$ cat config.mk
export PLATFORM = sky130hd
export DESIGN_NAME = rcl_top
export DESIGN_NICKNAME = d
export VERILOG_FILES = /design/src/rcl_pkg.sv /design/src/rcl_top.sv
export SDC_FILE = /design/constraint.sdc
export NUM_CORES = 2
export LEC_CHECK = 0
export BUFFER_PORTS_ARGS = -buffer_cell sky130_fd_sc_hd__buf_2
export CAP_MARGIN = 20
export CORE_MARGIN = 4
export CORE_UTILIZATION = 40
export CTS_BUF_LIST = sky130_fd_sc_hd__clkbuf_16
export DETAILED_ROUTE_END_ITERATION = 10
export PLACE_DENSITY = 0.61
export SYNTH_ARGS = -nofsm -noshare
export SYNTH_HDL_FRONTEND = slang
export SYNTH_SLANG_ARGS = --single-unit
$ cat constraint.sdc
create_clock -name clk_i -period 7.7 [get_ports clk_i]
set_input_delay 0.77 -clock clk_i [delete_from_list [all_inputs] [get_ports clk_i]]
set_output_delay 0.77 -clock clk_i [all_outputs]
set_load 0.05 [all_outputs]
$ cat src/rcl_pkg.sv
`default_nettype none
package rcl_pkg;
  localparam int unsigned CLK_HZ = 100_000_000;
  localparam int unsigned N_LDO = 10;
  localparam int unsigned N_BUCK = 4;
  localparam int unsigned N_RES = 14;
  localparam int unsigned N_GPIO = 5;
  localparam int unsigned N_PIN = 7;
  localparam int unsigned N_SLOT = 15;
  localparam int unsigned RF_LDO_A = 4;
  localparam int unsigned RF_LDO_B = 5;
  localparam int unsigned SEL_MSB = 5;
  // Slot delays in ns as printed (30 us, 200 us, 500 us, 2 ms)
  localparam int unsigned SLOT_NS_0 = 30_000;
  localparam int unsigned SLOT_NS_1 = 200_000;
  localparam int unsigned SLOT_NS_2 = 500_000;
  localparam int unsigned SLOT_NS_3 = 2_000_000;
  localparam int unsigned NS_PER_CYC = 1_000_000_000 / CLK_HZ;
  localparam int unsigned SLOT_CYC_0 = SLOT_NS_0 / NS_PER_CYC;
  localparam int unsigned SLOT_CYC_1 = SLOT_NS_1 / NS_PER_CYC;
  localparam int unsigned SLOT_CYC_2 = SLOT_NS_2 / NS_PER_CYC;
  localparam int unsigned SLOT_CYC_3 = SLOT_NS_3 / NS_PER_CYC;
  // Register word byte addresses
  localparam logic [7:0] ADR_LDO_VSEL0 = 8'h00;
  localparam logic [7:0] ADR_LDO_CTRL = 8'h28;
  localparam logic [7:0] ADR_BUCK_CTRL = 8'h2C;
  localparam logic [7:0] ADR_SEQ_CTRL = 8'h30;
  localparam logic [7:0] ADR_SLOT0 = 8'h34;
  localparam logic [7:0] ADR_PINMAP0 = 8'h44;
  localparam logic [7:0] ADR_GPIO_CTRL = 8'h60;
  localparam logic [7:0] ADR_STATUS = 8'h64;
  localparam logic [7:0] ADR_SUPPLY_OK_STATUS = 8'h68;
  localparam logic [7:0] ADR_OUTS = 8'h6C;
  localparam logic [7:0] ADR_LDO_EN = 8'h70;
  localparam logic [7:0] ADR_BUCK_EN = 8'h74;
  // Field positions
  localparam int unsigned LC_ECO = 0;
  localparam int unsigned LC_PD = 10;
  localparam int unsigned BC_PWM = 0;
  localparam int unsigned BC_ECO = 4;
  localparam int unsigned BC_PD = 8;
  localparam int unsigned BC_RAMP = 12;
  localparam int unsigned BC_VMOVE = 13;
  localparam int unsigned SQ_LEN = 0;
  localparam int unsigned SQ_PWRON = 2;
  localparam int unsigned SQ_MASK = 3;
  localparam int unsigned GC_SPI = 0;
  localparam int unsigned GC_PP = 1;
  localparam int unsigned GC_OUT = 6;
  localparam int unsigned GC_OE = 11;
  localparam int unsigned GC_LED = 16;
  localparam logic [31:0] SLOT_RST = 32'h0000_0000;
  localparam logic [31:0] PINMAP_RST = 32'h0000_0000;
  localparam logic [31:0] ERR_DATA = 32'hDEAD_0000;
  typedef enum logic [1:0] {
    RCL_OFF = 2'b00,
    RCL_UP = 2'b01,
    RCL_ON = 2'b10,
    RCL_DOWN = 2'b11
  } rcl_seq_t;
endpackage : rcl_pkg
`default_nettype wire

$ cat src/rcl_top.sv
// Chosen here: the Wishbone slave port and the register addresses.
`default_nettype none
module rcl_top
  import rcl_pkg::*;
(
  input wire logic clk_i,
  input wire logic rst_i,
  input wire logic wb_cyc_i,
  input wire logic wb_stb_i,
  input wire logic wb_we_i,
  input wire logic [7:0] wb_adr_i,
  input wire logic [31:0] wb_dat_i,
  input wire logic [3:0] wb_sel_i,
  output logic [31:0] wb_dat_o,
  output logic wb_ack_o,
  input wire logic [N_PIN-1:0] ctl_pins_i,
  input wire logic thermal_warn_i,
  input wire logic thermal_shutdown_i,
  input wire logic [N_LDO-1:0] linreg_cond_ok_i,
  input wire logic [N_LDO-1:0] linreg_cmp_ok_i,
  input wire logic [N_LDO-1:0] linreg_vin_low_i,
  input wire logic [N_BUCK-1:0] buck_cond_ok_i,
  input wire logic [N_BUCK-1:0] buck_above_90_i,
  input wire logic io_supply_uv_i,
  input wire logic [N_GPIO-1:0] gpio_in_i,
  output logic [N_LDO*6-1:0] linreg_vsel_o,
  output logic [N_LDO-1:0] linreg_en_o,
  output logic [N_LDO-1:0] linreg_lowq_o,
  output logic [N_LDO-1:0] linreg_pulldown_enable_o,
  output logic [N_BUCK-1:0] buck_en_o,
  output logic [N_BUCK-1:0] buck_forced_pwm_o,
  output logic [N_BUCK-1:0] buck_lowq_o,
  output logic [N_BUCK-1:0] buck_pulldown_enable_o,
  output logic [N_BUCK-1:0] buck_softstart_o,
  output logic buck_four_fast_ramp_o,
  output logic clk32_out_en_o,
  output logic [N_GPIO-1:0] gpio_o,
  output logic [N_GPIO-1:0] gpio_oe_o,
  output logic [2:0] led_sink_en_o,
  output logic irq_o,
  output logic dev_off_o
);

  localparam int unsigned SS_DLY = 16;
  localparam int unsigned SS_RAMP = 64;

  logic [31:0] vsel_ff [N_LDO];
  logic [31:0] lctl_ff, bctl_ff, seq_ff, gctl_ff;
  logic [31:0] slot_ff [4];
  logic [31:0] pmap_ff [N_PIN];
  logic [N_PIN-1:0] pin_s1_ff, pin_s2_ff;
  logic [2:0] th_s1_ff, th_s2_ff;
  logic [N_LDO-1:0] lcond_s1_ff, lcond_s2_ff, lcmp_s1_ff, lcmp_s2_ff, lvin_s1_ff, lvin_s2_ff;
  logic [N_BUCK-1:0] bcond_s1_ff, bcond_s2_ff, b90_s1_ff, b90_s2_ff;
  logic [N_GPIO-1:0] gin_s1_ff, gin_s2_ff;
  logic io_uv_s1_ff, io_uv_s2_ff;
  rcl_seq_t state_ff;
  logic [3:0] slot_ff_idx;
  logic [20:0] dly_ff;
  logic [N_RES+2+N_GPIO-1:0] seq_on_ff;
  logic [1:0] sticky_ff;
  logic [N_BUCK-1:0] ss_busy_ff;
  logic [7:0] ss_cnt_ff [N_BUCK];
  logic wb_hit;
  logic [20:0] slot_len;

  // Slot of resource r; slot 0 means pin-controlled only
  function automatic logic [3:0] res_slot(input int unsigned r);
    res_slot = slot_ff[r/8][(r%8)*4 +: 4];
  endfunction

  // Length of one slot in clock cycles
  function automatic logic [20:0] slot_cycles(input logic [1:0] sel);
    case (sel)
      2'b00: slot_cycles = 21'(SLOT_CYC_0);
      2'b01: slot_cycles = 21'(SLOT_CYC_1);
      2'b10: slot_cycles = 21'(SLOT_CYC_2);
      default: slot_cycles = 21'(SLOT_CYC_3);
    endcase
  endfunction

  assign slot_len = slot_cycles(seq_ff[SQ_LEN +: 2]);

  // Asynchronous pins and analog flags pass two flops
  always_ff @(posedge clk_i) begin
    pin_s1_ff <= ctl_pins_i;
    pin_s2_ff <= pin_s1_ff;
    th_s1_ff <= {thermal_shutdown_i, thermal_warn_i, io_supply_uv_i};
    th_s2_ff <= th_s1_ff;
    lcond_s1_ff <= linreg_cond_ok_i;
    lcond_s2_ff <= lcond_s1_ff;
    lcmp_s1_ff <= linreg_cmp_ok_i;
    lcmp_s2_ff <= lcmp_s1_ff;
    lvin_s1_ff <= linreg_vin_low_i;
    lvin_s2_ff <= lvin_s1_ff;
    bcond_s1_ff <= buck_cond_ok_i;
    bcond_s2_ff <= bcond_s1_ff;
    b90_s1_ff <= buck_above_90_i;
    b90_s2_ff <= b90_s1_ff;
    gin_s1_ff <= gpio_in_i;
    gin_s2_ff <= gin_s1_ff;
    io_uv_s1_ff <= io_supply_uv_i;
    io_uv_s2_ff <= io_uv_s1_ff;
  end

  assign wb_hit = wb_cyc_i && wb_stb_i && !wb_ack_o;

  // Register writes; byte lanes honoured
  always_ff @(posedge clk_i) begin
    if (rst_i) begin
      for (int i = 0; i < N_LDO; i++) vsel_ff[i] <= 32'h0000_0000;
      lctl_ff <= 32'h0000_0000;
      bctl_ff <= 32'h0000_0000;
      seq_ff <= 32'h0000_0000;
      gctl_ff <= 32'h0000_0000;
      for (int i = 0; i < 4; i++) slot_ff[i] <= SLOT_RST;
      for (int i = 0; i < N_PIN; i++) pmap_ff[i] <= PINMAP_RST;
    end else if (wb_hit && wb_we_i) begin
      for (int b = 0; b < 4; b++) begin
        if (wb_sel_i[b]) begin
          for (int i = 0; i < N_LDO; i++) begin
            if (wb_adr_i == ADR_LDO_VSEL0 + 8'(4*i)) vsel_ff[i][8*b +: 8] <= wb_dat_i[8*b +: 8];
          end
          for (int i = 0; i < 4; i++) begin
            if (wb_adr_i == ADR_SLOT0 + 8'(4*i)) slot_ff[i][8*b +: 8] <= wb_dat_i[8*b +: 8];
          end
          for (int i = 0; i < N_PIN; i++) begin
            if (wb_adr_i == ADR_PINMAP0 + 8'(4*i)) pmap_ff[i][8*b +: 8] <= wb_dat_i[8*b +: 8];
          end
          if (wb_adr_i == ADR_LDO_CTRL) lctl_ff[8*b +: 8] <= wb_dat_i[8*b +: 8];
          if (wb_adr_i == ADR_BUCK_CTRL) bctl_ff[8*b +: 8] <= wb_dat_i[8*b +: 8];
          if (wb_adr_i == ADR_SEQ_CTRL) seq_ff[8*b +: 8] <= wb_dat_i[8*b +: 8];
          if (wb_adr_i == ADR_GPIO_CTRL) gctl_ff[8*b +: 8] <= wb_dat_i[8*b +: 8];
        end
      end
    end
  end

  // Power sequencer: up walks slots 1..15, down walks from the current slot back to 1
  always_ff @(posedge clk_i) begin
    if (rst_i) begin
      state_ff <= RCL_OFF;
      slot_ff_idx <= 4'h0;
      dly_ff <= 21'h00_0000;
    end else if (th_s2_ff[2]) begin
      state_ff <= RCL_OFF;
      slot_ff_idx <= 4'h0;
      dly_ff <= 21'h00_0000;
    end else begin
      case (state_ff)
        RCL_OFF: begin
          if (seq_ff[SQ_PWRON]) begin
            state_ff <= RCL_UP;
            slot_ff_idx <= 4'h1;
            dly_ff <= slot_len;
          end
        end
        RCL_UP: begin
          if (!seq_ff[SQ_PWRON]) begin
            state_ff <= RCL_DOWN;
            dly_ff <= slot_len;
          end else if (dly_ff != 21'h00_0000) begin
            dly_ff <= dly_ff - 21'h00_0001;
          end else if (slot_ff_idx == 4'(N_SLOT)) begin
            state_ff <= RCL_ON;
          end else begin
            slot_ff_idx <= slot_ff_idx + 4'h1;
            dly_ff <= slot_len;
          end
        end
        RCL_ON: begin
          if (!seq_ff[SQ_PWRON]) begin
            state_ff <= RCL_DOWN;
            dly_ff <= slot_len;
          end
        end
        RCL_DOWN: begin
          if (dly_ff != 21'h00_0000) begin
            dly_ff <= dly_ff - 21'h00_0001;
          end else if (slot_ff_idx <= 4'h1) begin
            state_ff <= RCL_OFF;
            slot_ff_idx <= 4'h0;
          end else begin
            slot_ff_idx <= slot_ff_idx - 4'h1;
            dly_ff <= slot_len;
          end
        end
        default: state_ff <= RCL_OFF;
      endcase
    end
  end

  // Resources 0..9 linear, 10..13 converters, 14 clock out, 15 unused, 16..20 GPIO
  always_ff @(posedge clk_i) begin
    if (rst_i || th_s2_ff[2]) begin
      seq_on_ff <= '0;
    end else begin
      for (int r = 0; r < N_RES + 2 + N_GPIO; r++) begin
        logic pin_on;
        logic [3:0] s;
        pin_on = 1'b0;
        s = res_slot(r);
        for (int p = 0; p < N_PIN; p++) begin
          if (pmap_ff[p][r] && pin_s2_ff[p]) pin_on = 1'b1;
        end
        if (s == 4'h0) seq_on_ff[r] <= pin_on;
        else seq_on_ff[r] <= pin_on || (state_ff != RCL_OFF && slot_ff_idx >= s && s != 4'h0);
      end
    end
  end

  // Soft start: delay then ramp, faster for converter four
  always_ff @(posedge clk_i) begin
    if (rst_i) begin
      ss_busy_ff <= '0;
      for (int i = 0; i < N_BUCK; i++) ss_cnt_ff[i] <= 8'h00;
    end else begin
      for (int i = 0; i < N_BUCK; i++) begin
        if (!seq_on_ff[N_LDO+i]) begin
          ss_busy_ff[i] <= 1'b0;
          ss_cnt_ff[i] <= 8'h00;
        end else if (ss_cnt_ff[i] != 8'hFF) begin
          ss_cnt_ff[i] <= ss_cnt_ff[i] + ((i == 3 && bctl_ff[BC_RAMP]) ? 8'h02 : 8'h01);
          ss_busy_ff[i] <= (ss_cnt_ff[i] >= 8'(SS_DLY)) && (ss_cnt_ff[i] < 8'(SS_DLY + SS_RAMP));
        end else begin
          ss_busy_ff[i] <= 1'b0;
        end
      end
    end
  end

  // Sticky events: overheat warning and converter power loss; write 1 to clear, set wins
  always_ff @(posedge clk_i) begin
    if (rst_i) begin
      sticky_ff <= 2'b00;
    end else begin
      for (int k = 0; k < 2; k++) begin
        logic ev;
        // Only an enabled, unblanked converter with buck_above_90_i high counts as a fault
        ev = (k == 0) ? th_s2_ff[1]
                      : |(seq_on_ff[N_RES-1:N_LDO] & ~ss_busy_ff & ~bctl_ff[BC_VMOVE +: N_BUCK] & b90_s2_ff);
        if (ev) sticky_ff[k] <= 1'b1;
        else if (wb_hit && wb_we_i && wb_adr_i == ADR_STATUS && wb_sel_i[0] && wb_dat_i[k]) sticky_ff[k] <= 1'b0;
      end
    end
  end

  // Converter supply ok, blanked while off, ramping or moving
  function automatic logic [N_BUCK-1:0] buck_supply_ok_status();
    for (int i = 0; i < N_BUCK; i++) begin
      buck_supply_ok_status[i] = seq_on_ff[N_LDO+i] && !ss_busy_ff[i] && !bctl_ff[BC_VMOVE+i] && !b90_s2_ff[i];
    end
  endfunction

  // Outputs
  always_ff @(posedge clk_i) begin
    if (rst_i) begin
      linreg_vsel_o <= '0;
      linreg_en_o <= '0;
      linreg_lowq_o <= '0;
      linreg_pulldown_enable_o <= '0;
      buck_en_o <= '0;
      buck_forced_pwm_o <= '0;
      buck_lowq_o <= '0;
      buck_pulldown_enable_o <= '0;
      buck_softstart_o <= '0;
      buck_four_fast_ramp_o <= 1'b0;
      clk32_out_en_o <= 1'b0;
      gpio_o <= '0;
      gpio_oe_o <= '0;
      led_sink_en_o <= 3'b000;
      irq_o <= 1'b0;
      dev_off_o <= 1'b1;
    end else begin
      for (int i = 0; i < N_LDO; i++) begin
        linreg_vsel_o[6*i +: 6] <= vsel_ff[i][5:0];
        if (i == RF_LDO_A || i == RF_LDO_B) linreg_vsel_o[6*i+SEL_MSB] <= 1'b1;
        linreg_en_o[i] <= seq_on_ff[i];
        linreg_lowq_o[i] <= lctl_ff[LC_ECO+i] && lcond_s2_ff[i];
        linreg_pulldown_enable_o[i] <= lctl_ff[LC_PD+i] && !seq_on_ff[i];
      end
      for (int i = 0; i < N_BUCK; i++) begin
        buck_en_o[i] <= seq_on_ff[N_LDO+i];
        buck_forced_pwm_o[i] <= bctl_ff[BC_PWM+i];
        buck_lowq_o[i] <= bctl_ff[BC_ECO+i] && bcond_s2_ff[i] && !bctl_ff[BC_PWM+i];
        buck_pulldown_enable_o[i] <= bctl_ff[BC_PD+i] && !seq_on_ff[N_LDO+i];
        buck_softstart_o[i] <= ss_busy_ff[i];
      end
      buck_four_fast_ramp_o <= bctl_ff[BC_RAMP];
      clk32_out_en_o <= seq_on_ff[N_RES];
      for (int g = 0; g < N_GPIO; g++) begin
        logic drive;
        logic level;
        level = gctl_ff[GC_OUT+g] || seq_on_ff[N_RES+2+g];
        drive = gctl_ff[GC_OE+g] || seq_on_ff[N_RES+2+g];
        if (g < 2 && gctl_ff[GC_SPI]) drive = 1'b0;
        if (g >= 2 && gctl_ff[GC_LED+g-2]) drive = 1'b0;
        // Undervoltage or open-drain: drive low only, release for high
        if ((!gctl_ff[GC_PP+g] || io_uv_s2_ff) && level) drive = 1'b0;
        gpio_o[g] <= level;
        gpio_oe_o[g] <= drive;
      end
      for (int j = 0; j < 3; j++) led_sink_en_o[j] <= gctl_ff[GC_LED+j];
      irq_o <= (sticky_ff[0] && !seq_ff[SQ_MASK]) || (sticky_ff[1] && !seq_ff[SQ_MASK+1]);
      dev_off_o <= (state_ff == RCL_OFF);
    end
  end

  // Wishbone answer: one wait cycle, unmapped reads give a fixed pattern
  always_ff @(posedge clk_i) begin
    if (rst_i) begin
      wb_ack_o <= 1'b0;
      wb_dat_o <= 32'h0000_0000;
    end else begin
      wb_ack_o <= wb_hit;
      wb_dat_o <= ERR_DATA;
      for (int i = 0; i < N_LDO; i++) if (wb_adr_i == ADR_LDO_VSEL0 + 8'(4*i)) wb_dat_o <= vsel_ff[i];
      for (int i = 0; i < 4; i++) if (wb_adr_i == ADR_SLOT0 + 8'(4*i)) wb_dat_o <= slot_ff[i];
      for (int i = 0; i < N_PIN; i++) if (wb_adr_i == ADR_PINMAP0 + 8'(4*i)) wb_dat_o <= pmap_ff[i];
      case (wb_adr_i)
        ADR_LDO_CTRL: wb_dat_o <= lctl_ff;
        ADR_BUCK_CTRL: wb_dat_o <= bctl_ff;
        ADR_SEQ_CTRL: wb_dat_o <= seq_ff;
        ADR_GPIO_CTRL: wb_dat_o <= {27'h000_0000, gin_s2_ff};
        ADR_STATUS: wb_dat_o <= {26'h000_0000, state_ff, th_s2_ff[2:1], sticky_ff};
        ADR_SUPPLY_OK_STATUS: wb_dat_o <= {18'h0_0000, buck_supply_ok_status(), lcmp_s2_ff & ~(seq_on_ff[N_LDO-1:0] & lvin_s2_ff)};
        ADR_OUTS: wb_dat_o <= {28'h000_0000, slot_ff_idx};
        ADR_LDO_EN: wb_dat_o <= {22'h00_0000, seq_on_ff[N_LDO-1:0]};
        ADR_BUCK_EN: wb_dat_o <= {28'h000_0000, seq_on_ff[N_RES-1:N_LDO]};
        default: ;
      endcase
    end
  end

endmodule // rcl_top
`default_nettype wire

## Yosys cells after proc, flatten, opt, wreduce, memory -nomap -nowiden

Memories as Yosys holds them, arrays and structs flattened.
Index checks and enable logic that the tools add are counted.

| word-level totals | value |
|---|---|
| flip-flop bits (word level) | 437 |
| output and inout bits | 160 |
| memory bits (writable) | 704 |
| input bits | 102 |
| memories | 4 |

Memories:

| name | words | width | rd ports | clocked after Yosys merged registers in | wr ports | line | RTL |
|---|---|---|---|---|---|---|---|
| vsel_ff | 10 | 32 | 10 | 0 | 10 | rcl_top.sv:47 | `logic [31:0] vsel_ff [N_LDO];` |
| pmap_ff | 7 | 32 | 7 | 0 | 7 | rcl_top.sv:50 | `logic [31:0] pmap_ff [N_PIN];` |
| slot_ff | 4 | 32 | 4 | 0 | 4 | rcl_top.sv:49 | `logic [31:0] slot_ff [4];` |
| ss_cnt_ff | 4 | 8 | 4 | 0 | 4 | rcl_top.sv:63 | `logic [7:0] ss_cnt_ff [N_BUCK];` |

| cells by class | value |
|---|---|
| order comparisons | 30 |
| add/sub/neg operators | 7 |
| equality and inequality tests | 50 |
| mux-type cells | 720 |
| bitwise gates (word level) | 108 |
| reductions and logical operators | 406 |

Operators with widths:

| cell | number |
|---|---|
| 2-to-1 mux 8 bit | 92 |
| 2-to-1 mux 32 bit | 21 |
| 2-to-1 mux 1 bit | 580 |
| one-hot mux 32 bit (9 select lines) | 1 |
| logical AND 1 bit | 251 |
| 2-to-1 mux 21 bit | 7 |
| equality test 8 x 7 -> 1 bit (second input constant) | 14 |
| bitwise OR 1 bit | 92 |
| >= comparator 4 bit | 21 |
| logical NOT 4 bit | 21 |
| one-hot mux 21 bit (4 select lines) | 1 |
| nonzero test 4 bit | 21 |
| equality test 8 x 6 -> 1 bit (second input constant) | 8 |
| one-hot mux 18 bit (3 select lines) | 1 |
| AND reduction 3 bit | 15 |
| logical NOT 1 bit | 38 |
| logical OR 1 bit | 38 |
| 2-to-1 mux 36 bit | 1 |
| equality test 8 x 5 -> 1 bit (second input constant) | 4 |
| >= comparator 8 x 5 -> 1 bit (second input constant) | 4 |
| < comparator 8 x 7 -> 1 bit (second input constant) | 4 |
| != test 8 bit (second input constant) | 4 |
| OR reduction 3 bit | 9 |
| adder 8 x 1 -> 8 bit (second input constant) | 3 |
| other kinds (31) | 70 |

## Longest topological paths before layout

| logic depth | value |
|---|---|
| depth after elaboration | 23 |
| gate-level depth with buffers | 11 |
| gate-level depth less buffers | 9 |

## Worst setup path after synthesis

OpenSTA, ideal clock, no wires.

| path | value |
|---|---|
| path kind | input -> register |
| from | input wb_adr_i[4] |
| to | memory pmap_ff[6][10] (enable) |
| buffers on the path | 6 |
| slack | 4324 ps |
| arrival | 2992 ps |
| cell stages on the path | 9 |
| required time | 7316 ps |
| setup time | 384 ps |
| cells stage by stage | buf_2 -> clkbuf_1 -> nor4bb_1 -> clkbuf_1 -> nand2_1 -> clkbuf_1 -> clkbuf_1 -> clkbuf_1 -> o21ai_0 |

RTL lines:

| what | line | RTL |
|---|---|---|
| start: declaration | rcl_top.sv:11 | `input wire logic [7:0] wb_adr_i,` |
| end: declaration | rcl_top.sv:50 |  |

## Final worst setup path

| path | value |
|---|---|
| from | input wb_adr_i[2] |
| to | register wb_dat_o[15] |

| between the ends | value |
|---|---|
| longest elaborated chain between the ends | 23 |

RTL lines:

| what | line | RTL |
|---|---|---|
| logical NOT 8 bit | rcl_top.sv:317 | `for (int i = 0; i < N_LDO; i++) if (wb_adr_i == ADR_LDO_VSEL0 + 8'(4*i)) wb_dat_o <= vsel_ff[i];` |
| 2-to-1 mux 32 bit (10 in a row) | rcl_top.sv:317 |  |
| 2-to-1 mux 32 bit (4 in a row) | rcl_top.sv:318 | `for (int i = 0; i < 4; i++) if (wb_adr_i == ADR_SLOT0 + 8'(4*i)) wb_dat_o <= slot_ff[i];` |
| 2-to-1 mux 32 bit (7 in a row) | rcl_top.sv:319 | `for (int i = 0; i < N_PIN; i++) if (wb_adr_i == ADR_PINMAP0 + 8'(4*i)) wb_dat_o <= pmap_ff[i];` |
| one-hot mux 32 bit (9 select lines) * | rcl_top.sv:320 | `case (wb_adr_i)` |
| end signal: assignment | rcl_top.sv:321 | `ADR_LDO_CTRL: wb_dat_o <= lctl_ff;` |
| end signal: assignment | rcl_top.sv:322 | `ADR_BUCK_CTRL: wb_dat_o <= bctl_ff;` |
| end signal: assignment | rcl_top.sv:323 | `ADR_SEQ_CTRL: wb_dat_o <= seq_ff;` |
| end: declaration | rcl_top.sv:14 | `output logic [31:0] wb_dat_o,` |

Mark *: on every way between the ends. The rest lies on a longest branch, timed or not.
A chain may end at the register's enable or synchronous reset.

==> impl_metrics.yaml <==
clock_tree:
  cts_tree: "yes"
  postCtsSetupRepairBufs: 0
  cts_buffers: 116
  cts_sinks: 1137
  cts_htree_levels: 3
  clkTransAtPathRegs_ns: 0.07
  cts-root-buf: "clkbuf_16"
  clock_latency_ns: 0.75
  cts_buffer_depth: 3
  cts_resized: 0
  holdBufCountCts: 0
setup_path:
  cp_common_cell: "buf_4"
  endpoint_kind: "register"
  path_cells: "buf_4, buf_4, or4b_1, buf_4, nor2_4, buf_4, a222oi_1, nand2_1, nor2_1, a221oi_1"
  cp-start-kind: "input port"
  startpoint: "wb_adr_i[2]"
  worst-setup-path-type: "in2reg"
  critical_path_arrival_ns: 5.14
  cp_data_required_time_ns: 8.21
  cp_slowest_cell: "a222oi_1"
  r2r-start: "wb_ack_o$_SDFF_PP0_"
  cp_max_fo: 46
  max_stage_delay_ns: 1.33
worst_hold_path:
  hold_start: "linreg_cmp_ok_i[0]"
  holdCritPathClass: "in2reg"
route:
  ant_nets: 0
  drt-total-wl_um: 190200
  avgViaCountPerCell: 6.262
  wl_per_cell_um: 29.39
  vias: 40524
  firstDrtPassIters: 9
  first_iter_violations: 6168
  drcViolationCount: 0
pwr:
  p_comb_frac: 0.058
  p_total_uw: 13140
  ir_worst_vdd_uv: 209.6
  p_per_area_nw_per_um2: 231.3
  power_switching_share: 0.2448
  p_switching_uw: 3217
  seq_power_share: 0.517
  p_leak_uw: 0.02282
  internal_power_uw: 9924
  clkPwrFrac: 0.426
floorplanning:
  pin_count: 262
  dieArea_um2: 129900
  die_w_um: 360.4
  start_util: 0.4023
  fp-row-count: 129
  coreArea_um2: 123500
  die_height_um: 360.4
yosys:
  netlist.area_leader.share: 0.4207
  ys.flop_type: "edfxtp_1"
  ys_seq_area_frac: 0.5985
  synth_edf_count: 696
  yosys_warnings: 0
  netlist_area_um2: 49680
  ys_types: 79
  netlist_instances: 4550
  syn_avg_cell_area_um2: 10.92
  synth_top_cells_by_count: "696 x edfxtp_1, 458 x and3_1, 441 x dfxtp_1, 418 x nand2_1, 327 x clkbuf_1"
  yosysTopAreaCell: "edfxtp_1"
  synthArstFlopShare: 0
  synth_most_common_cell: "edfxtp_1"
  synth_fp_nets: 4754
  ys_ff_latch: 1137
  yosys-top-cells-area: "edfxtp_1 42%, dfxtp_1 18%, and3_1 5.8%"
sta:
  finalCritPeriodShare: 0.6009
  finalClockSkew_ns: 0.05067
  slew_viol_final: 2
  worst_pin_slew_ns: 1.556
  rsz0062_at_grt: "no"
  hold_viol_final: 0
  worst_slack_ns: 3.073
  tns_ns: 0
  setup_viol: 0
  slew_headroom: -0.03746
  min_period_ns: 4.627
  fmax_mhz: 216.1
placed_design:
  dp_hpwl_um: 129300
  place_inst: 6204
  post-place-ws_ns: 3.140
  place.gp.congestion: 1.059
  io_buffer_count: 261
global_route:
  grt_pass1_vias: 38300
  grt_use_total: 0.2806
  grt.overflow.total: 0
  grt_max_degree: 111
  grt_first_pass_wirelength_um: 271100
  antenna_found_initial: 13
layout:
  final_core_util: 0.4600
  final_nets: 4925
  layout-drive-gt1-share: 0.1395
  area.growth.synth_to_final_pct: 14.35
  stdcell_count: 6471
outcome:
  outcome: "finished, violations left"
  violations: "slew limit"
flow_run:
  cap_violations: 0
-- metrics by stage --
stage,area [um2],hold slack [ns]
3_5_place_dp,52770,0.3121
5_1_grt,56780,0.1069
4_1_cts,56570,0.09116
3_3_place_gp,52700,0.3116
6_report,56800,0.1273
2_1_floorplan,49680,0.3096
-- power groups by stage --
stage          clock network, uW  registers (uW)  logic (uW)
3_3_place_gp                   0            6910         716
3_5_place_dp                   0            6910         728
2_1_floorplan                  0            6920         333
5_1_grt                     5900            6790         784
6_report                    5590            6790         758
4_1_cts                     5650            6780         729
-- registers in the layout (all words and copies together), names as in the netlist, 19 cells and up --
name,count
seq_ff,32
vsel_ff,320
pmap_ff,224
seq_on_ff,20
slot_ff,128
gctl_ff,19
lctl_ff,32
ss_cnt_ff,32
wb_dat_o,32
dly_ff,21
linreg_vsel_o,59
bctl_ff,32
-- path summary, 6_finish.rpt --
| kind | to | slack [ns] | depth (start not counted) |
|---|---|---|---|
| worst max-delay path | wb_dat_o[15]$_SDFF_PP0_ | 3.07 | 10 |
| worst min-delay path | lcmp_s1_ff[0]$_DFF_P_ | 0.13 | 1 |
| worst max register to register | pmap_ff[2][18]$_DFFE_PP_ | 4.64 | 7 |
| worst min register to register | lvin_s2_ff[8]$_DFF_P_ | 0.29 | 0 |
-- placed cells by master (no fill, tap or decap), drive strengths merged, types with 65 or more instances in the layout --
| master | synthesis | final |
|---|---|---|
| clkbuf | 327 | 128 |
| buf | 56 | 424 |
| o22ai | 103 | 103 |
| a21oi | 251 | 251 |
| nand2 | 418 | 418 |
| and3 | 458 | 458 |
| dfxtp | 441 | 441 |
| ha | 101 | 101 |
| nor2b | 94 | 94 |
| o21ai | 243 | 243 |
| edfxtp | 696 | 696 |
| a221oi | 65 | 65 |
| inv | 96 | 123 |
| and2 | 165 | 165 |
| nor2 | 244 | 244 |
-- layer usage --
layer | share of wire | up-vias | wire length (um) | global-route usage
met2 | 0.44 | 2804 | 83960 | 0.4272
met4 | 0.071 | 10 | 13590 | 0.1734
met1 | 0.37 | 19814 | 70910 | 0.3599
met5 | 0.00073 | - | 138 | 0.005447
met3 | 0.11 | 645 | 21600 | 0.06983
li1 | - | 17251 | - | -
-- worst max-delay path, delay by kind of cell --
kind / cells / cell delay [ns]
AND/OR/NAND/NOR: 4 / 1.11
AO/OA/AOI/OAI: 2 / 1.44
buffers and inverters: 4 / 1.67
-- layout make-up --
class	instances	area [um2]
Fill cell	11319	66670
Timing Repair Buffer	436	2556
Sequential cell	1137	29730
Tap cell	1637	2048
Multi-Input combinational cell	2934	18280
Clock inverter	105	897.1
Antenna cell	10	25.02
Inverter	96	362.8
Clock buffer	116	2903
-- cells by family after synthesis --
kind of cell,count (synthesis),share of synthesized area
flops,1137,0.5985
mux,58,0.01348
simple gates,1665,0.1772
compound gates,1077,0.1421
xor+xnor,32,0.005642
fa+ha+maj,102,0.02584
buf+inv,479,0.03725
No activity file was read; power rests on OpenSTA's default activity.
